--- src/olm_map.svh ---
// register offsets, field positions, reset values and timing counts
`ifndef OLM_MAP_SVH
`define OLM_MAP_SVH
`define REG_SPEED_CLK 8'h03
`define REG_PORT_FMT 8'h04
`define REG_MISC 8'h05
`define REG_STATUS 8'h06
`define SPEED_CLK_RST 8'h00
`define PORT_FMT_RST 8'h00
`define MISC_RST 8'h00
`define PB_SPEED_LSB 6
`define CP_SPEED_LSB 4
`define CP_OUT_CLK_SEL_BIT 0
`define IF_FMT_LSB 0
`define PB_OL_LSB 2
`define CP_OL_LSB 4
`define PB_MASTER_BIT 7
`define CP_MASTER_BIT 6
`define EXT_CLK_SRC_BIT 5
`define PORT_EN_BIT 0
`define ST_CFG_OK_BIT 0
`define ST_OVF_BIT 1
`define FMT_DELAYED 2'h1
`define EXT_BITS 24
`define CORE_CLK_NS 100
`define BCLK_PERIOD_NS 800
`define BCLK_HALF_CYC ((`BCLK_PERIOD_NS / `CORE_CLK_NS) / 2)
`define SAMPLE_DLY_CYC 2
`define FIFO_DEPTH 16
`endif

--- src/olm_pkg.sv ---
// shared types and framing helpers for the one-line audio ports
package olm_pkg;
  typedef enum logic [1:0] {OL_NONE = 2'b00, OL_ONE = 2'b01, OL_TWO = 2'b10,
                            OL_RSVD = 2'b11} one_line_mode_t;
  typedef enum logic [1:0] {SPD_SINGLE = 2'b00, SPD_DOUBLE = 2'b01, SPD_QUAD = 2'b10,
                            SPD_RSVD = 2'b11} speed_t;
  typedef enum logic {PORT_IDLE = 1'b0, PORT_RUN = 1'b1} port_state_t;
  typedef logic [23:0] sample_t;

  function automatic logic [8:0] frame_bits(one_line_mode_t m);
    case (m)
      OL_ONE: return 9'h080;
      OL_TWO: return 9'h100;
      default: return 9'h040;
    endcase
  endfunction : frame_bits

  function automatic logic [5:0] slot_bits(one_line_mode_t m);
    case (m)
      OL_ONE: return 6'h14;
      OL_TWO: return 6'h18;
      default: return 6'h20;
    endcase
  endfunction : slot_bits

  function automatic logic [5:0] samp_bits(one_line_mode_t m);
    return (m == OL_ONE) ? 6'h14 : 6'h18;
  endfunction : samp_bits

  // true when slot position carries a sample bit
  function automatic logic bit_ok(one_line_mode_t m, logic dly, logic [2:0] ch,
                                  logic [5:0] pos);
    logic [2:0] nch;
    nch = (m == OL_NONE) ? 3'h2 : 3'h6;
    return (ch < nch) && (pos >= {5'h00, dly}) && (pos - {5'h00, dly} < samp_bits(m));
  endfunction : bit_ok

  // bit of a left-aligned 24-bit word, msb first
  function automatic logic [4:0] bit_idx(logic dly, logic [5:0] pos);
    return 5'h17 - 5'(pos - {5'h00, dly});
  endfunction : bit_idx
endpackage : olm_pkg

--- src/olm_if.sv ---
// serial link between codec end and host/external-converter end
`timescale 1ns/1ps
interface olm_if;
  logic playback_bit_clock_o;
  logic playback_bit_clock_oe;
  logic playback_frame_clock_o;
  logic playback_frame_clock_oe;
  logic capture_bit_clock_o;
  logic capture_bit_clock_oe;
  logic capture_frame_clock_o;
  logic capture_frame_clock_oe;
  logic playback_bit_clock;
  logic playback_frame_clock;
  logic capture_bit_clock;
  logic capture_frame_clock;
  logic playback_serial_in_first;
  logic capture_serial_out;
  logic external_capture_in_a;
  logic external_capture_in_b;

  // undriven clock lines are pulled low
  assign playback_bit_clock = playback_bit_clock_oe & playback_bit_clock_o;
  assign playback_frame_clock = playback_frame_clock_oe & playback_frame_clock_o;
  assign capture_bit_clock = capture_bit_clock_oe & capture_bit_clock_o;
  assign capture_frame_clock = capture_frame_clock_oe & capture_frame_clock_o;

  modport device (
    output playback_bit_clock_o, playback_bit_clock_oe, playback_frame_clock_o,
    output playback_frame_clock_oe, capture_bit_clock_o, capture_bit_clock_oe,
    output capture_frame_clock_o, capture_frame_clock_oe, capture_serial_out,
    input playback_serial_in_first, external_capture_in_a, external_capture_in_b
  );
  modport host (
    input playback_bit_clock, playback_frame_clock, capture_bit_clock,
    input capture_frame_clock, capture_serial_out,
    output playback_serial_in_first, external_capture_in_a, external_capture_in_b
  );
endinterface : olm_if

--- src/olm_device.sv ---
// codec end: mode registers, port clocks, one-line framing, playback fifo
`timescale 1ns/1ps
`include "olm_map.svh"

module olm_fifo #(
  parameter int WIDTH = 27,
  parameter int DEPTH = 16
) (
  input wire logic core_clk_in, // core clock
  input wire logic srst_in, // sync reset
  input wire logic [WIDTH-1:0] in_data_in, // write word
  input wire logic in_valid_in, // write request
  output logic in_ready_out, // room left
  output logic [WIDTH-1:0] out_data_out, // head word
  output logic out_valid_out, // not empty
  input wire logic out_ready_in // head taken
);
  localparam int AW = $clog2(DEPTH);
  logic [WIDTH-1:0] mem [DEPTH];
  logic [AW:0] wr_r, rd_r;

  assign in_ready_out = (wr_r - rd_r) != (AW+1)'(DEPTH);
  assign out_valid_out = wr_r != rd_r;
  assign out_data_out = mem[rd_r[AW-1:0]];

  always_ff @(posedge core_clk_in) begin
    if (in_valid_in && in_ready_out) begin
      mem[wr_r[AW-1:0]] <= in_data_in;
    end
  end

  always_ff @(posedge core_clk_in) begin
    if (srst_in) begin
      wr_r <= '0;
      rd_r <= '0;
    end else begin
      if (in_valid_in && in_ready_out) wr_r <= wr_r + 1'b1;
      if (out_valid_out && out_ready_in) rd_r <= rd_r + 1'b1;
    end
  end
endmodule : olm_fifo

module olm_device
  import olm_pkg::*;
(
  input wire logic core_clk_in, // 10 MHz core clock
  input wire logic srst_in, // sync reset, high
  input wire logic [7:0] reg_addr_in, // register index
  input wire logic reg_wr_in, // write strobe
  input wire logic [7:0] reg_wdata_in, // write data
  output logic [7:0] reg_rdata_out, // read data, one cycle late
  input wire sample_t int_left_in, // internal converter left
  input wire sample_t int_right_in, // internal converter right
  output logic pb_valid_out, // playback word ready
  input wire logic pb_ready_in, // playback word taken
  output logic [2:0] pb_chan_out, // playback channel, 0 based
  output sample_t pb_data_out, // playback sample, left aligned
  olm_if.device link // serial pins
);
  logic [7:0] spd_r, fmt_r, misc_r;
  logic ovf_r;
  one_line_mode_t ol [2];
  speed_t spd [2];
  logic [8:0] fb [2];
  logic dly [2];
  logic pb_ok, cp_ok, ext_ok, run_ok, clk_sel, src;
  port_state_t state_r;
  logic [2:0] div_r;
  logic tick, fall, bclk_r;
  logic [1:0] rise_d_r;
  logic [7:0] cnt_r [2];
  logic [7:0] cnt_nxt [2];
  logic [2:0] ch_r [2];
  logic [2:0] ch_nxt [2];
  logic [5:0] pos_r [2];
  logic [5:0] pos_nxt [2];
  logic last [2];
  logic fclk_r [2];
  logic [2:0] s1_r, s2_r;
  sample_t cap_src [8];
  sample_t cap_r [8];
  sample_t ext_r [4];
  sample_t ext_sh_r [2];
  logic [8:0] half, ec, hp;
  logic eh;
  sample_t pb_sh_r;
  logic push_r, fifo_rdy, fifo_vld;
  logic [26:0] push_w, fifo_w;
  logic sdout_r, pbm_r, cpm_r;

  // register writes; reads have no side effects, the status overflow flag clears on a write of 1
  always_ff @(posedge core_clk_in) begin
    if (srst_in) begin
      spd_r <= `SPEED_CLK_RST;
      fmt_r <= `PORT_FMT_RST;
      misc_r <= `MISC_RST;
    end else if (reg_wr_in) begin
      case (reg_addr_in)
        `REG_SPEED_CLK: spd_r <= reg_wdata_in;
        `REG_PORT_FMT: fmt_r <= reg_wdata_in;
        `REG_MISC: misc_r <= reg_wdata_in;
        default: ;
      endcase
    end
  end

  always_ff @(posedge core_clk_in) begin
    if (srst_in) begin
      reg_rdata_out <= 8'h00;
    end else begin
      case (reg_addr_in)
        `REG_SPEED_CLK: reg_rdata_out <= spd_r;
        `REG_PORT_FMT: reg_rdata_out <= fmt_r;
        `REG_MISC: reg_rdata_out <= misc_r;
        `REG_STATUS: reg_rdata_out <= {6'h00, ovf_r, run_ok};
        default: reg_rdata_out <= 8'h00;
      endcase
    end
  end

  always_comb begin
    ol[0] = one_line_mode_t'(fmt_r[`PB_OL_LSB +: 2]);
    ol[1] = one_line_mode_t'(fmt_r[`CP_OL_LSB +: 2]);
    spd[0] = speed_t'(spd_r[`PB_SPEED_LSB +: 2]);
    spd[1] = speed_t'(spd_r[`CP_SPEED_LSB +: 2]);
    clk_sel = spd_r[`CP_OUT_CLK_SEL_BIT];
    src = ~misc_r[`EXT_CLK_SRC_BIT] ;
    fb[0] = frame_bits(ol[0]);
    fb[1] = clk_sel ? frame_bits(ol[1]) : fb[0];
    for (int p = 0; p < 2; p++) begin
      dly[p] = (ol[p] == OL_NONE) && (fmt_r[`IF_FMT_LSB +: 2] == `FMT_DELAYED);
    end
  end

  // illegal mode/speed/role combinations keep the ports idle
  function automatic logic port_ok(one_line_mode_t m, speed_t s, logic master);
    case (m)
      OL_NONE: return s != SPD_RSVD;
      OL_ONE: return (s == SPD_SINGLE) || (s == SPD_DOUBLE);
      OL_TWO: return (s == SPD_SINGLE) && master;
      default: return 1'b0;
    endcase
  endfunction : port_ok

  always_comb begin
    pb_ok = port_ok(ol[0], spd[0], misc_r[`PB_MASTER_BIT]);
    cp_ok = port_ok(ol[1], spd[1], misc_r[`CP_MASTER_BIT]) &&
            (clk_sel || ((spd[1] == spd[0]) && (fb[0] >= frame_bits(ol[1]))));
    run_ok = pb_ok && cp_ok;
    ext_ok = (ol[1] != OL_NONE) &&
             (((fb[src] == 9'h040) && ((spd[src] == SPD_SINGLE) || (spd[src] == SPD_DOUBLE))) ||
              ((fb[src] == 9'h080) && (spd[src] == SPD_SINGLE)));
  end

  // ports leave idle only once the enable bit is set on a legal setup
  always_ff @(posedge core_clk_in) begin
    if (srst_in) begin
      state_r <= PORT_IDLE;
    end else begin
      case (state_r)
        PORT_IDLE: if (misc_r[`PORT_EN_BIT] && run_ok) state_r <= PORT_RUN;
        PORT_RUN: if (!misc_r[`PORT_EN_BIT] || !run_ok) state_r <= PORT_IDLE;
        default: state_r <= PORT_IDLE;
      endcase
    end
  end

  assign tick = (state_r == PORT_RUN) && (div_r == 3'(`BCLK_HALF_CYC - 1));
  assign fall = tick && bclk_r;

  always_ff @(posedge core_clk_in) begin
    if (srst_in || state_r == PORT_IDLE) begin
      div_r <= 3'h0;
      bclk_r <= 1'b1;
      rise_d_r <= 2'h0;
    end else begin
      div_r <= tick ? 3'h0 : div_r + 3'h1;
      if (tick) bclk_r <= ~bclk_r;
      // inputs reach us through two flops, so sample two cycles after the rise, mid high phase
      rise_d_r <= {rise_d_r[0], tick && !bclk_r};
    end
  end

  always_comb begin
    for (int p = 0; p < 2; p++) begin
      last[p] = ({1'b0, cnt_r[p]} == fb[p] - 9'h001);
      cnt_nxt[p] = last[p] ? 8'h00 : cnt_r[p] + 8'h01;
      if (last[p] || pos_r[p] == slot_bits(ol[p]) - 6'h01) begin
        pos_nxt[p] = 6'h00;
        ch_nxt[p] = last[p] ? 3'h0 : ((ch_r[p] == 3'h7) ? ch_r[p] : ch_r[p] + 3'h1);
      end else begin
        pos_nxt[p] = pos_r[p] + 6'h01;
        ch_nxt[p] = ch_r[p];
      end
    end
  end

  always_ff @(posedge core_clk_in) begin
    for (int p = 0; p < 2; p++) begin
      if (srst_in || state_r == PORT_IDLE) begin
        cnt_r[p] <= 8'(fb[p] - 9'h001);
        ch_r[p] <= 3'h7;
        pos_r[p] <= 6'h00;
        fclk_r[p] <= 1'b0;
      end else if (fall) begin
        cnt_r[p] <= cnt_nxt[p];
        ch_r[p] <= ch_nxt[p];
        pos_r[p] <= pos_nxt[p];
        fclk_r[p] <= ({1'b0, cnt_nxt[p]} < (fb[p] >> 1));
      end
    end
  end

  always_ff @(posedge core_clk_in) begin
    if (srst_in) begin
      s1_r <= 3'h0;
      s2_r <= 3'h0;
    end else begin
      s1_r <= {link.external_capture_in_b, link.external_capture_in_a,
               link.playback_serial_in_first};
      s2_r <= s1_r;
    end
  end

  // capture channels: internal pair first, then the four external ones
  always_comb begin
    cap_src[0] = int_left_in;
    cap_src[1] = int_right_in;
    for (int i = 0; i < 4; i++) cap_src[i+2] = ext_ok ? ext_r[i] : '0;
    cap_src[6] = '0;
    cap_src[7] = '0;
  end

  always_ff @(posedge core_clk_in) begin
    if (srst_in) begin
      sdout_r <= 1'b0;
      for (int i = 0; i < 8; i++) cap_r[i] <= '0;
    end else if (state_r == PORT_IDLE) begin
      sdout_r <= 1'b0;
    end else if (fall) begin
      if (last[1]) cap_r <= cap_src;
      if (bit_ok(ol[1], dly[1], ch_nxt[1], pos_nxt[1])) begin
        sdout_r <= last[1] ? cap_src[ch_nxt[1]][bit_idx(dly[1], pos_nxt[1])]
                           : cap_r[ch_nxt[1]][bit_idx(dly[1], pos_nxt[1])];
      end else begin
        sdout_r <= 1'b0;
      end
    end
  end

  // external lines: fixed 24-bit left-justified halves, port format ignored
  always_comb begin
    half = fb[src] >> 1;
    ec = {1'b0, cnt_r[src]};
    eh = ec >= half;
    hp = eh ? ec - half : ec;
  end

  always_ff @(posedge core_clk_in) begin
    for (int l = 0; l < 2; l++) begin
      if (srst_in) begin
        ext_sh_r[l] <= '0;
        ext_r[2*l] <= '0;
        ext_r[2*l+1] <= '0;
      end else if (rise_d_r[1] && hp < 9'(`EXT_BITS)) begin
        ext_sh_r[l] <= {ext_sh_r[l][22:0], s2_r[l+1]};
        if (hp == 9'(`EXT_BITS - 1)) ext_r[2*l + int'(eh)] <= {ext_sh_r[l][22:0], s2_r[l+1]};
      end
    end
  end

  // playback: every channel arrives on the first data line
  always_ff @(posedge core_clk_in) begin
    if (srst_in) begin
      pb_sh_r <= '0;
      push_r <= 1'b0;
      push_w <= '0;
      ovf_r <= 1'b0;
    end else begin
      push_r <= 1'b0;
      if (rise_d_r[1] && bit_ok(ol[0], dly[0], ch_r[0], pos_r[0])) begin
        pb_sh_r <= {pb_sh_r[22:0], s2_r[0]};
        if (pos_r[0] - {5'h00, dly[0]} == samp_bits(ol[0]) - 6'h01) begin
          push_r <= 1'b1;
          push_w <= {ch_r[0], sample_t'({pb_sh_r[22:0], s2_r[0]} << (6'h18 - samp_bits(ol[0])))};
        end
      end
      // a stream cannot stall: a word that finds the fifo full is lost and flagged
      if (push_r && !fifo_rdy) begin
        ovf_r <= 1'b1;
      end else if (reg_wr_in && reg_addr_in == `REG_STATUS && reg_wdata_in[`ST_OVF_BIT]) begin
        ovf_r <= 1'b0;
      end
    end
  end

  olm_fifo #(.WIDTH(27), .DEPTH(`FIFO_DEPTH)) u_fifo (
    .core_clk_in(core_clk_in),
    .srst_in(srst_in),
    .in_data_in(push_w),
    .in_valid_in(push_r),
    .in_ready_out(fifo_rdy),
    .out_data_out(fifo_w),
    .out_valid_out(fifo_vld),
    .out_ready_in(!pb_valid_out || pb_ready_in)
  );

  always_ff @(posedge core_clk_in) begin
    if (srst_in) begin
      pb_valid_out <= 1'b0;
      pb_chan_out <= 3'h0;
      pb_data_out <= '0;
    end else if (!pb_valid_out || pb_ready_in) begin
      pb_valid_out <= fifo_vld;
      pb_chan_out <= fifo_w[26:24];
      pb_data_out <= fifo_w[23:0];
    end
  end

  always_ff @(posedge core_clk_in) begin
    if (srst_in) begin
      pbm_r <= 1'b0;
      cpm_r <= 1'b0;
    end else begin
      pbm_r <= misc_r[`PB_MASTER_BIT];
      cpm_r <= misc_r[`CP_MASTER_BIT];
    end
  end

  assign link.playback_bit_clock_o = bclk_r;
  assign link.capture_bit_clock_o = bclk_r;
  assign link.playback_frame_clock_o = fclk_r[0];
  assign link.capture_frame_clock_o = fclk_r[1];
  assign link.playback_bit_clock_oe = pbm_r;
  assign link.playback_frame_clock_oe = pbm_r;
  assign link.capture_bit_clock_oe = cpm_r;
  assign link.capture_frame_clock_oe = cpm_r;
  assign link.capture_serial_out = sdout_r;
endmodule : olm_device

--- src/flat_wrapper.sv ---
// flat-port wrapper written by rule: the top's interface ports become plain ports
module olm_device_flat import olm_pkg::*;
  (core_clk_in, srst_in, reg_addr_in, reg_wr_in, reg_wdata_in, reg_rdata_out, int_left_in, int_right_in, pb_valid_out, pb_ready_in, pb_chan_out, pb_data_out, link_playback_bit_clock_o, link_playback_bit_clock_oe, link_playback_frame_clock_o, link_playback_frame_clock_oe, link_capture_bit_clock_o, link_capture_bit_clock_oe, link_capture_frame_clock_o, link_capture_frame_clock_oe, link_capture_serial_out, link_playback_serial_in_first, link_external_capture_in_a, link_external_capture_in_b);
  olm_if link_i ();
  input wire logic core_clk_in;
  input wire logic srst_in;
  input wire logic [7:0] reg_addr_in;
  input wire logic reg_wr_in;
  input wire logic [7:0] reg_wdata_in;
  output logic [7:0] reg_rdata_out;
  input wire sample_t int_left_in;
  input wire sample_t int_right_in;
  output logic pb_valid_out;
  input wire logic pb_ready_in;
  output logic [2:0] pb_chan_out;
  output sample_t pb_data_out;
  output wire logic [$bits(link_i.playback_bit_clock_o)-1:0] link_playback_bit_clock_o;
  output wire logic [$bits(link_i.playback_bit_clock_oe)-1:0] link_playback_bit_clock_oe;
  output wire logic [$bits(link_i.playback_frame_clock_o)-1:0] link_playback_frame_clock_o;
  output wire logic [$bits(link_i.playback_frame_clock_oe)-1:0] link_playback_frame_clock_oe;
  output wire logic [$bits(link_i.capture_bit_clock_o)-1:0] link_capture_bit_clock_o;
  output wire logic [$bits(link_i.capture_bit_clock_oe)-1:0] link_capture_bit_clock_oe;
  output wire logic [$bits(link_i.capture_frame_clock_o)-1:0] link_capture_frame_clock_o;
  output wire logic [$bits(link_i.capture_frame_clock_oe)-1:0] link_capture_frame_clock_oe;
  output wire logic [$bits(link_i.capture_serial_out)-1:0] link_capture_serial_out;
  input wire logic [$bits(link_i.playback_serial_in_first)-1:0] link_playback_serial_in_first;
  input wire logic [$bits(link_i.external_capture_in_a)-1:0] link_external_capture_in_a;
  input wire logic [$bits(link_i.external_capture_in_b)-1:0] link_external_capture_in_b;
  assign link_playback_bit_clock_o = link_i.playback_bit_clock_o;
  assign link_playback_bit_clock_oe = link_i.playback_bit_clock_oe;
  assign link_playback_frame_clock_o = link_i.playback_frame_clock_o;
  assign link_playback_frame_clock_oe = link_i.playback_frame_clock_oe;
  assign link_capture_bit_clock_o = link_i.capture_bit_clock_o;
  assign link_capture_bit_clock_oe = link_i.capture_bit_clock_oe;
  assign link_capture_frame_clock_o = link_i.capture_frame_clock_o;
  assign link_capture_frame_clock_oe = link_i.capture_frame_clock_oe;
  assign link_capture_serial_out = link_i.capture_serial_out;
  assign link_i.playback_serial_in_first = link_playback_serial_in_first;
  assign link_i.external_capture_in_a = link_external_capture_in_a;
  assign link_i.external_capture_in_b = link_external_capture_in_b;
  olm_device u_core (.core_clk_in(core_clk_in), .srst_in(srst_in), .reg_addr_in(reg_addr_in), .reg_wr_in(reg_wr_in), .reg_wdata_in(reg_wdata_in), .reg_rdata_out(reg_rdata_out), .int_left_in(int_left_in), .int_right_in(int_right_in), .pb_valid_out(pb_valid_out), .pb_ready_in(pb_ready_in), .pb_chan_out(pb_chan_out), .pb_data_out(pb_data_out), .link(link_i));
endmodule
--- config.mk ---
export PLATFORM = sky130hd
export DESIGN_NAME = olm_device_flat
export DESIGN_NICKNAME = d
export VERILOG_FILES = /design/src/olm_pkg.sv /design/src/olm_if.sv /design/src/olm_device.sv /design/src/flat_wrapper.sv
export VERILOG_INCLUDE_DIRS = /design/src
export SDC_FILE = /design/constraint.sdc
export NUM_CORES = 1
export LEC_CHECK = 0
export ABC_AREA = 1
export BUFFER_PORTS_ARGS = -buffer_cell sky130_fd_sc_hd__buf_4
export CORE_MARGIN = 1
export CORE_UTILIZATION = 60
export CTS_BUF_LIST = sky130_fd_sc_hd__clkbuf_4 sky130_fd_sc_hd__clkbuf_8
export DETAILED_ROUTE_END_ITERATION = 7
export GPL_ROUTABILITY_DRIVEN = 0
export PLACE_DENSITY = 0.77
export SYNTH_ARGS = -nofsm -noshare
export SYNTH_HDL_FRONTEND = slang
export SYNTH_SLANG_ARGS = --single-unit
--- constraint.sdc ---
create_clock -name core_clk_in -period 16.9 [get_ports core_clk_in]
set_input_delay 3.38 -clock core_clk_in [delete_from_list [all_inputs] [get_ports core_clk_in]]
set_output_delay 3.38 -clock core_clk_in [all_outputs]
set_load 0.01 [all_outputs]
### Word-level counts from Yosys, hierarchy flattened

Memories as Yosys holds them, arrays and structs flattened. A register that Yosys moved wholly into a read port is not among the register bits.
Index checks and enable logic that the tools add are counted.

| storage, ports and cells | value |
|---|---|
| flip-flop bits (word level) | 255 |
| word-level logic and storage cells | 253 |
| bits in read-only memories | 0 |
| input port bits | 71 |
| bits in latches | 0 |
| memory bits (writable) | 612 |
| memories kept | 7 |

Memories:

| name | words | width | rd ports | clocked after Yosys merged registers in | write ports | RTL line | text |
|---|---|---|---|---|---|---|---|
| u_core.u_fifo.mem | 16 | 27 | 1 | 1 | 1 | olm_device.sv:19 | `logic [WIDTH-1:0] mem [DEPTH];` |
| u_core.ext_r | 4 | 24 | 4 | 0 | 4 | olm_device.sv:82 | `sample_t ext_r [4];` |
| u_core.ext_sh_r | 2 | 24 | 2 | 0 | 2 | olm_device.sv:83 | `sample_t ext_sh_r [2];` |
| u_core.cnt_r | 2 | 8 | 3 | 0 | 2 | olm_device.sv:71 | `logic [7:0] cnt_r [2];` |
| u_core.pos_r | 2 | 6 | 2 | 0 | 2 | olm_device.sv:75 | `logic [5:0] pos_r [2];` |
| u_core.ch_r | 2 | 3 | 2 | 0 | 2 | olm_device.sv:73 | `logic [2:0] ch_r [2];` |
| +1 memories | n/a | n/a | n/a | n/a | n/a | n/a |  |

| operators by class | value |
|---|---|
| shift-type cells | 1 |
| multiplexer cells | 83 |
| magnitude comparators | 14 |
| bitwise gates (word level) | 16 |
| add/sub/neg operators | 21 |
| div/mod/pow operators | 0 |
| eq/ne operators | 28 |
| reductions and logical operators | 57 |
| multiply operators | 0 |

Operator list:

| kind | number |
|---|---|
| 24-bit two-way mux | 12 |
| 24-bit binary-select mux with 3-bit select | 2 |
| 24-bit OR reduction | 2 |
| 9-bit two-way mux | 5 |
| 9-bit one-hot mux with 2 select lines | 2 |
| 8-bit two-way mux | 4 |
| 8-bit one-hot mux with 4 select lines | 1 |
| 3-bit two-way mux | 10 |
| 1-bit two-way mux | 29 |
| 1-bit logical AND | 25 |
| 8-bit by 3-bit equality test with 1-bit output (second input constant) | 3 |
| 6-bit two-way mux | 4 |
| 6-bit one-hot mux with 2 select lines | 2 |
| 24-bit by 6-bit left shift with 24-bit output | 1 |
| 6-bit equality test | 3 |
| 8-bit by 9-bit equality test with 1-bit output | 2 |
| 6-bit by 1-bit subtractor with 6-bit output (second input constant) | 3 |
| 9-bit by 1-bit subtractor with 9-bit output (second input constant) | 2 |
| 8-bit by 1-bit adder with 8-bit output (second input constant) | 2 |
| 8-bit less-than comparator | 2 |
| 6-bit by 1-bit adder with 6-bit output (second input constant) | 2 |
| 2-bit by 1-bit equality test with 1-bit output (second input constant) | 6 |
| 6-bit by 1-bit greater-or-equal comparator with 1-bit output | 2 |
| 6-bit less-than comparator | 2 |
| other kinds (42) | 92 |

### Longest topological paths before layout

Gate-level depths: netlist (run 1).

| depth | value |
|---|---|
| depth in word-level cells | 18 |
| mapped depth | 31 |
| depth with buffers taken out | 28 |

### By module

Synthesis (run 1) repeated with hierarchy kept, for this count alone.

| unflattened totals | value |
|---|---|
| cell total of the unflattened synthesis | 4,317 |
| area total of the unflattened synthesis | 40,078.4 sq um |

By module, submodules not included:

| module | times used | seq. area each (sq um) | area each (sq um) | cells an instance |
|---|---|---|---|---|
| olm_device | 1 | 10,790.3 | 22,236.3 | 2,927 |
| olm_fifo | 1 | 13,252.7 | 17,842.1 | 1,390 |

### Worst setup path after synthesis (run 1)

No wires, ideal clock.

| timing path | value |
|---|---|
| kind | input-to-reg |
| start | in srst_in |
| end | mem u_core.ext_sh_r[0][0] (netlist name) (enable) |
| arrival time | 5.685 ns |
| path slack | 10.388 ns |
| stages on the path | 5 |
| cell sequence | clkbuf_1 inv_1 clkbuf_1 clkbuf_1 o21ai_0 |

RTL lines:

| item | RTL line | text |
|---|---|---|
| start, declared | flat_wrapper.sv:6 | `input wire logic srst_in;` |
| end, declared | olm_device.sv:83 |  |

==> qor.txt, run 1 <==
Status: complete, but fails checks
Violated checks: DRC
Leakage: 15.2 nW
DR DRC count: 1
H-Tree Depth: 4
Drt first pass iters: 8
Place WS: 10.34 ns
Critical Path Start Type: input pin
DRT antenna net count: 0
Post-Place Cell Area: 39,700 um2
Syn avg cell area: 9.88 um2
Total die area: 64,900 um2
EDFF count, synth: 610
Relative slew slack: 0.190
First-pass GRT wire length: 152 mm
Buffers on Ports: 115
CTS Hold Bufs: 0
TritonCTS clock tree: built
Setup violations, final: 0
Hold crit path type: register to register
Resized Gates After CTS: 0
Total track usage: 0.306
Synthesized area: 38,300 um2
Yosys reg bits: 892
Setup Skew: 0.0338 ns
Clock transition at path regs: 0.06 ns
Pwr Total: 4.86 mW
Avg WL per Cell: 20.4 um
Total number of vias: 29,263
Commonest cells after routing, fill and taps aside: edfxtp_1 (610), o21ai_0 (500), nor2_1 (467)
Final worst slack: 11.16 ns
Number of global-route vias before repair: 27,160
Power Density: 114 nW/um2
Final Slew Violations: 0
Peak VDD IR: 0.0925 mV
RSZ-0062 raised after global routing: false
Initial antenna violation count: 1
Buffer count from post-CTS setup fixing: 0
Fmax achieved: 0.174 GHz
Final worst-path cycle share: 0.340
Slew @ Worst Pin: 1.20 ns
CTS buffer count: 143
Number of top-level pins: 116
CTS sink count: 892
Critical setup path kind: input pin to register
Core box area: 63,100 um2
Top fanout value on the critical path: 86
Root buffer cell: clkbuf_8
Post-synthesis sequential area ratio: 0.625
Setup TNS: 0 ns
Chip height: 255 um
Ys Warns: 0
Largest net degree at the start of global routing: 121
Worst Reg2Reg Path Length in Cells: 21
CP Data Required Time: 17.19 ns
Vias per cell: 5.99
Synth unique cells: 50
Mapped Cells: 3,877
Worst-case clock buffer depth: 3
Syn-to-layout area delta: 11.1%
Mapped Nets: 3,998
Dpl hpwl: 57.5 mm
Die Width: 255 um
Nets: 4,042
Gr ovfl total: 0
Max Cap Viol: 0
Most used DFF post-synth: edfxtp_1
Final instance area: 42,600 um2
Row count: 92
Ys async rst share: 0
Clock insertion delay at the later pin of the skew report: 0.80 ns
Proportion of layout cells with a drive suffix above 1: 0.111
Detailed Route WL: 99.5 mm
Cells on Worst Hold Path: 2
Final hold violations: 0
Starting Density: 0.607
Most common cell after layout, fill and taps aside: edfxtp_1
Initial DRC count: 3,418
Critical Path Sink Type: register
Tmin final: 5.74 ns
CP Data Arrival Time: 6.03 ns
Final core utilization: 0.675
power by group:
group          total [mW]  switching (mW)  internal [mW]
sequential           2.41          0.0438           2.36
clock                1.87           0.850           1.02
combinational       0.581           0.398          0.183
total                4.86            1.29           3.56
metrics by stage:
stage / std cells / hold WS [ns]
detailed placement: 4622 / 0.395
global route: 4886 / 0.419
CTS: 4885 / 0.408
floorplan: 3877 / 0.388
global placement: 4622 / 0.396
finish: 4886 / 0.402
worst max-delay path, stage by stage:
cell and delay [ns]:
buf_4 0.36, inv_6 0.32, nand2_1 0.17, buf_4 0.42
nor2_2 0.07, nand2_1 0.07, buf_4 0.43, nand2_1 0.75
cell type report:
cell class | instances | area, um2
Antenna cell | 1 | 2.50
Clock buffer | 214 | 2640
Clock inverter | 49 | 285
Fill cell | 4831 | 20500
Inverter | 352 | 1330
Multi-Input combinational cell | 2372 | 12100
Sequential cell | 892 | 24000
Tap cell | 846 | 1060
Timing Repair Buffer | 160 | 1200
registers in the layout, summed over array words and instances, names as in the netlist, 5 cells and up:
| name | cells |
|---|---|
| u_core.misc_r | 8 |
| u_core.cnt_r | 16 |
| u_core.u_fifo.rd_r | 5 |
| u_core.cap_r | 144 |
| u_core.pb_data_out | 24 |
| u_core.spd_r | 8 |
| u_core.u_fifo.mem | 432 |
| u_core.ch_r | 6 |
| u_core.pb_sh_r | 23 |
| u_core.ext_sh_r | 46 |
| u_core.pos_r | 12 |
| u_core.u_fifo.wr_r | 5 |
| u_core.fmt_r | 8 |
| u_core.reg_rdata_out | 8 |
| u_core.push_w | 27 |
| u_core.ext_r | 96 |
layer usage:
layer	track usage	vias up	wire [um]
li1	-	13648	-
met2	0.482	1492	47000
met5	0	-	0
met1	0.413	13850	39900
met3	0.0594	273	8840
met4	0.140	0	3860
Yosys cell counts, types with 6 or more instances:
cell	instances	area (um2)
a221oi_1	7	61.3
o21a_1	6	45.0
edfxtp_1	610	18300
o21ai_0	501	2510
clkbuf_1	190	713
buf_1	16	60.1
nor3_1	14	70.1
buf_2	41	205
a41oi_1	27	236
a31oi_1	22	138
a211oi_1	47	353
buf_4	12	90.1
nand2_1	466	1750
o22ai_1	68	425
nand3b_1	10	75.1
nor2_1	485	1820
ha_1	48	601
inv_1	339	1270
dfxtp_1	282	5650
o211a_1	9	90.1
nand4_1	14	87.6
nand3_1	312	1560
inv_2	8	30.0
a21oi_1	202	1010
o221ai_1	42	368
o211ai_1	24	180
xor2_1	20	175
logic make-up (layout without fill, tap and decap cells):
family / count (synthesis) / in the layout / share of synthesized area
AO/OA/AOI/OAI: 973 / 973 / 0.145
XOR/XNOR: 26 / 26 / 0.00614
adder cells (fa/ha/maj): 50 / 50 / 0.0167
buffers and inverters: 613 / 775 / 0.0630
flip-flops: 892 / 892 / 0.625
other: 0 / 1 / 0
AND/OR/NAND/NOR: 1323 / 1323 / 0.144
path summary, 6_finish.rpt:
path,startpoint,endpoint,slack [ns]
setup reg to reg,u_core.fmt_r[3],u_core.ext_r[0][21],11.33
setup / recovery,srst_in,u_core.ext_r[0][21],11.16
hold reg to reg,u_core.s1_r[1],u_core.s2_r[1],0.40
hold / removal,u_core.s1_r[1],u_core.s2_r[1],0.40
No activity file was read; power rests on OpenSTA's default activity.
==> run 2, diff against run 1 <==
Settings changed: CORE_UTILIZATION 60 to 58, PLACE_DENSITY 0.77 to 0.78.
Clock period 16.9 ns to 4.72 ns, I/O delays scaled along.
==> qor.txt, run 2 (synthesized netlist as in run 1, its figures left out) <==
Status: finished clean
Proportion of layout cells with a drive suffix above 1: 0.122 (+0.0107)
Setup violations, final: 0 (unchanged)
Fmax achieved: 0.230 GHz
Final hold violations: 0 (unchanged)
H-Tree Depth: 4 (unchanged)
Clock insertion delay at the later pin of the skew report: 0.83 ns (+0.03 ns)
Starting Density: 0.591 (-0.0162)
Top fanout value on the critical path: 20 (-77%)
Worst Hold Path EP: u_core.s1_r[2]
Final worst-path cycle share: 0.921
Die Width: 259 um (+1.7%)
Worst r2r dst: u_core.ext_r[1][20]
RSZ-0062 raised after global routing: false
Drt first pass iters: 6 (-2)
Number of global-route vias before repair: 27,417 (+0.95%)
Power Density: 414 nW/um2 (+260%)
Avg WL per Cell: 20.2 um (-0.81%)
Clock transition at path regs: 0.06 ns (about the same)
Worst Reg2Reg Path Length in Cells: 17 (-19%)
Detailed Route WL: 99.5 mm (about the same)
Chip height: 259 um (+1.7%)
R2R Setup Slk: 0.37 ns (-10.96 ns)
Max Cap Viol: 0 (unchanged)
CTS Hold Bufs: 0 (unchanged)
Placed Instances: 4,659 (+0.80%)
Setup TNS: 0 ns (unchanged)
Syn-to-layout area delta: 12.9%
Hold wc startpoint: link_external_capture_in_b
Critical R2R Launch: u_core.fmt_r[2]
Peak VDD IR: 0.442 mV (+380%)
Buffer count from post-CTS setup fixing: 0 (unchanged)
Gr ovfl total: 0 (unchanged)
Row count: 93 (+1.1%)
Worst-case clock buffer depth: 3 (unchanged)
TritonCTS clock tree: built
DR DRC count: 0 (-1)
Nets: 4,073 (+0.77%)
Pint: 13.2 mW (+270%)
CTS buffer count: 146 (+2.1%)
Switching pwr: 4.74 mW (+270%)
Max FFs per register: 432 (unchanged)
Tmin final: 4.35 ns
Critical Path Start Type: register
Critical setup path kind: register to register
Setup Skew: 0.0546 ns (+0.0208 ns)
Total number of vias: 29,556 (+1.0%)
Largest net degree at the start of global routing: 220 (+82%)
Critical Path Sink Type: register
Net Sw Frac: 0.265 (-0.00122)
Buffers on Ports: 115 (unchanged)
Dpl hpwl: 59.2 mm (+3.0%)
Slew @ Worst Pin: 1.12 ns (-0.0832 ns)
First-pass GRT wire length: 152 mm (about the same)
Initial DRC count: 3,471 (+1.6%)
Relative slew slack: 0.246 (+0.0565)
Total die area: 67,100 um2 (+3.4%)
Root buffer cell: clkbuf_8
Most common cell after layout, fill and taps aside: edfxtp_1
Core box area: 64,800 um2 (+2.7%)
Clock power frac: 0.401 (+0.016)
Number of top-level pins: 116 (unchanged)
CP Data Required Time: 5.21 ns (-11.98 ns)
Leakage: 15.5 nW (+2.1%)
Cells on Worst Hold Path: 3 (+1)
Commonest cells after routing, fill and taps aside: edfxtp_1 (610), o21ai_0 (500), nor2_1 (467)
Post-route insts no fill: 4,926 (+0.82%)
DRT antenna net count: 0 (unchanged)
CTS sink count: 892 (unchanged)
CP Data Arrival Time: 4.83 ns (-1.20 ns)
Resized Gates After CTS: 0 (unchanged)
Initial antenna violation count: 1 (unchanged)
Vias per cell: 6.00 (+0.18%)
Hold crit path type: input pin to register
Final Slew Violations: 0 (unchanged)
Total track usage: 0.293 (-0.0132)
Reg power frac: 0.481 (-0.015)
Pwr Total: 17.9 mW (+270%)
Comb pwr share: 0.118 (-0.002)
-- run 2: layout make-up --
class                   count  area [um2]
clock buffers             219        2650
multi-input cells        2372       12100
repair buffers            188        1610
clock inverters            47         513
diodes                      1        2.50
fillers                  4773       21600
well taps                 855        1070
flip-flops and latches    892       24000
inverters                 352        1330
-- run 2: critical path: stages, from the launching register on --
cell and delay (ns):
dfxtp_1 0.41, inv_1 0.12, ha_1 0.42, nand2_1 0.12
nand2_1 0.11, o21ai_0 0.30, ha_1 0.24, inv_1 0.06
fa_1 0.41, inv_1 0.08, fa_1 0.18, nand2_2 0.11
o21ai_0 0.11, o211ai_1 0.19, nor2_1 0.18, nand3_1 0.32
nand2_1 0.34, buf_4 0.33
-- run 2: power groups by stage --
stage / logic, mW / clock network, mW / registers, mW
after CTS: 2.08 / 7.24 / 8.62
after global placement: 2.02 / 0 / 8.77
final: 2.11 / 7.18 / 8.62
after detailed placement: 2.07 / 0 / 8.77
after global routing: 2.30 / 7.58 / 8.63
after floorplan: 1.31 / 0 / 8.74
-- run 2: per-stage QoR --
stage | utilization | cell area, um2 | hold WS [ns] | worst slack (ns)
final | 0.667 | 43200 | 0.337 | 0.373
after global routing | 0.667 | 43200 | 0.319 | 0.0673
after CTS | 0.667 | 43200 | 0.300 | 0.430
after detailed placement | 0.618 | 40100 | 0.399 | 0.431
after global placement | 0.618 | 40100 | 0.391 | 0.520
after floorplan | - | 38300 | 0.388 | 0.628
-- run 2: layer usage --
layer | track usage | up-vias | part of all wire
met1 | 0.391 | 14051 | 0.40
met4 | 0.143 | 0 | 0.042
met2 | 0.464 | 1527 | 0.47
li1 | - | 13707 | -
met5 | 0 | - | 0
met3 | 0.0549 | 271 | 0.090
-- run 2: worst max path at each step --
stage                     cells after the start                     to             from
after floorplan                              14  u_core.ext_sh_r[0][0]  u_core.fmt_r[2]
after global placement                       17     u_core.ext_r[1][5]  u_core.fmt_r[2]
after detailed placement                     17    u_core.ext_r[1][12]  u_core.fmt_r[2]
after CTS                                    17    u_core.ext_r[1][16]  u_core.fmt_r[2]
after global routing                         19    u_core.ext_r[0][18]  u_core.fmt_r[2]
final                                        17    u_core.ext_r[1][20]  u_core.fmt_r[2]
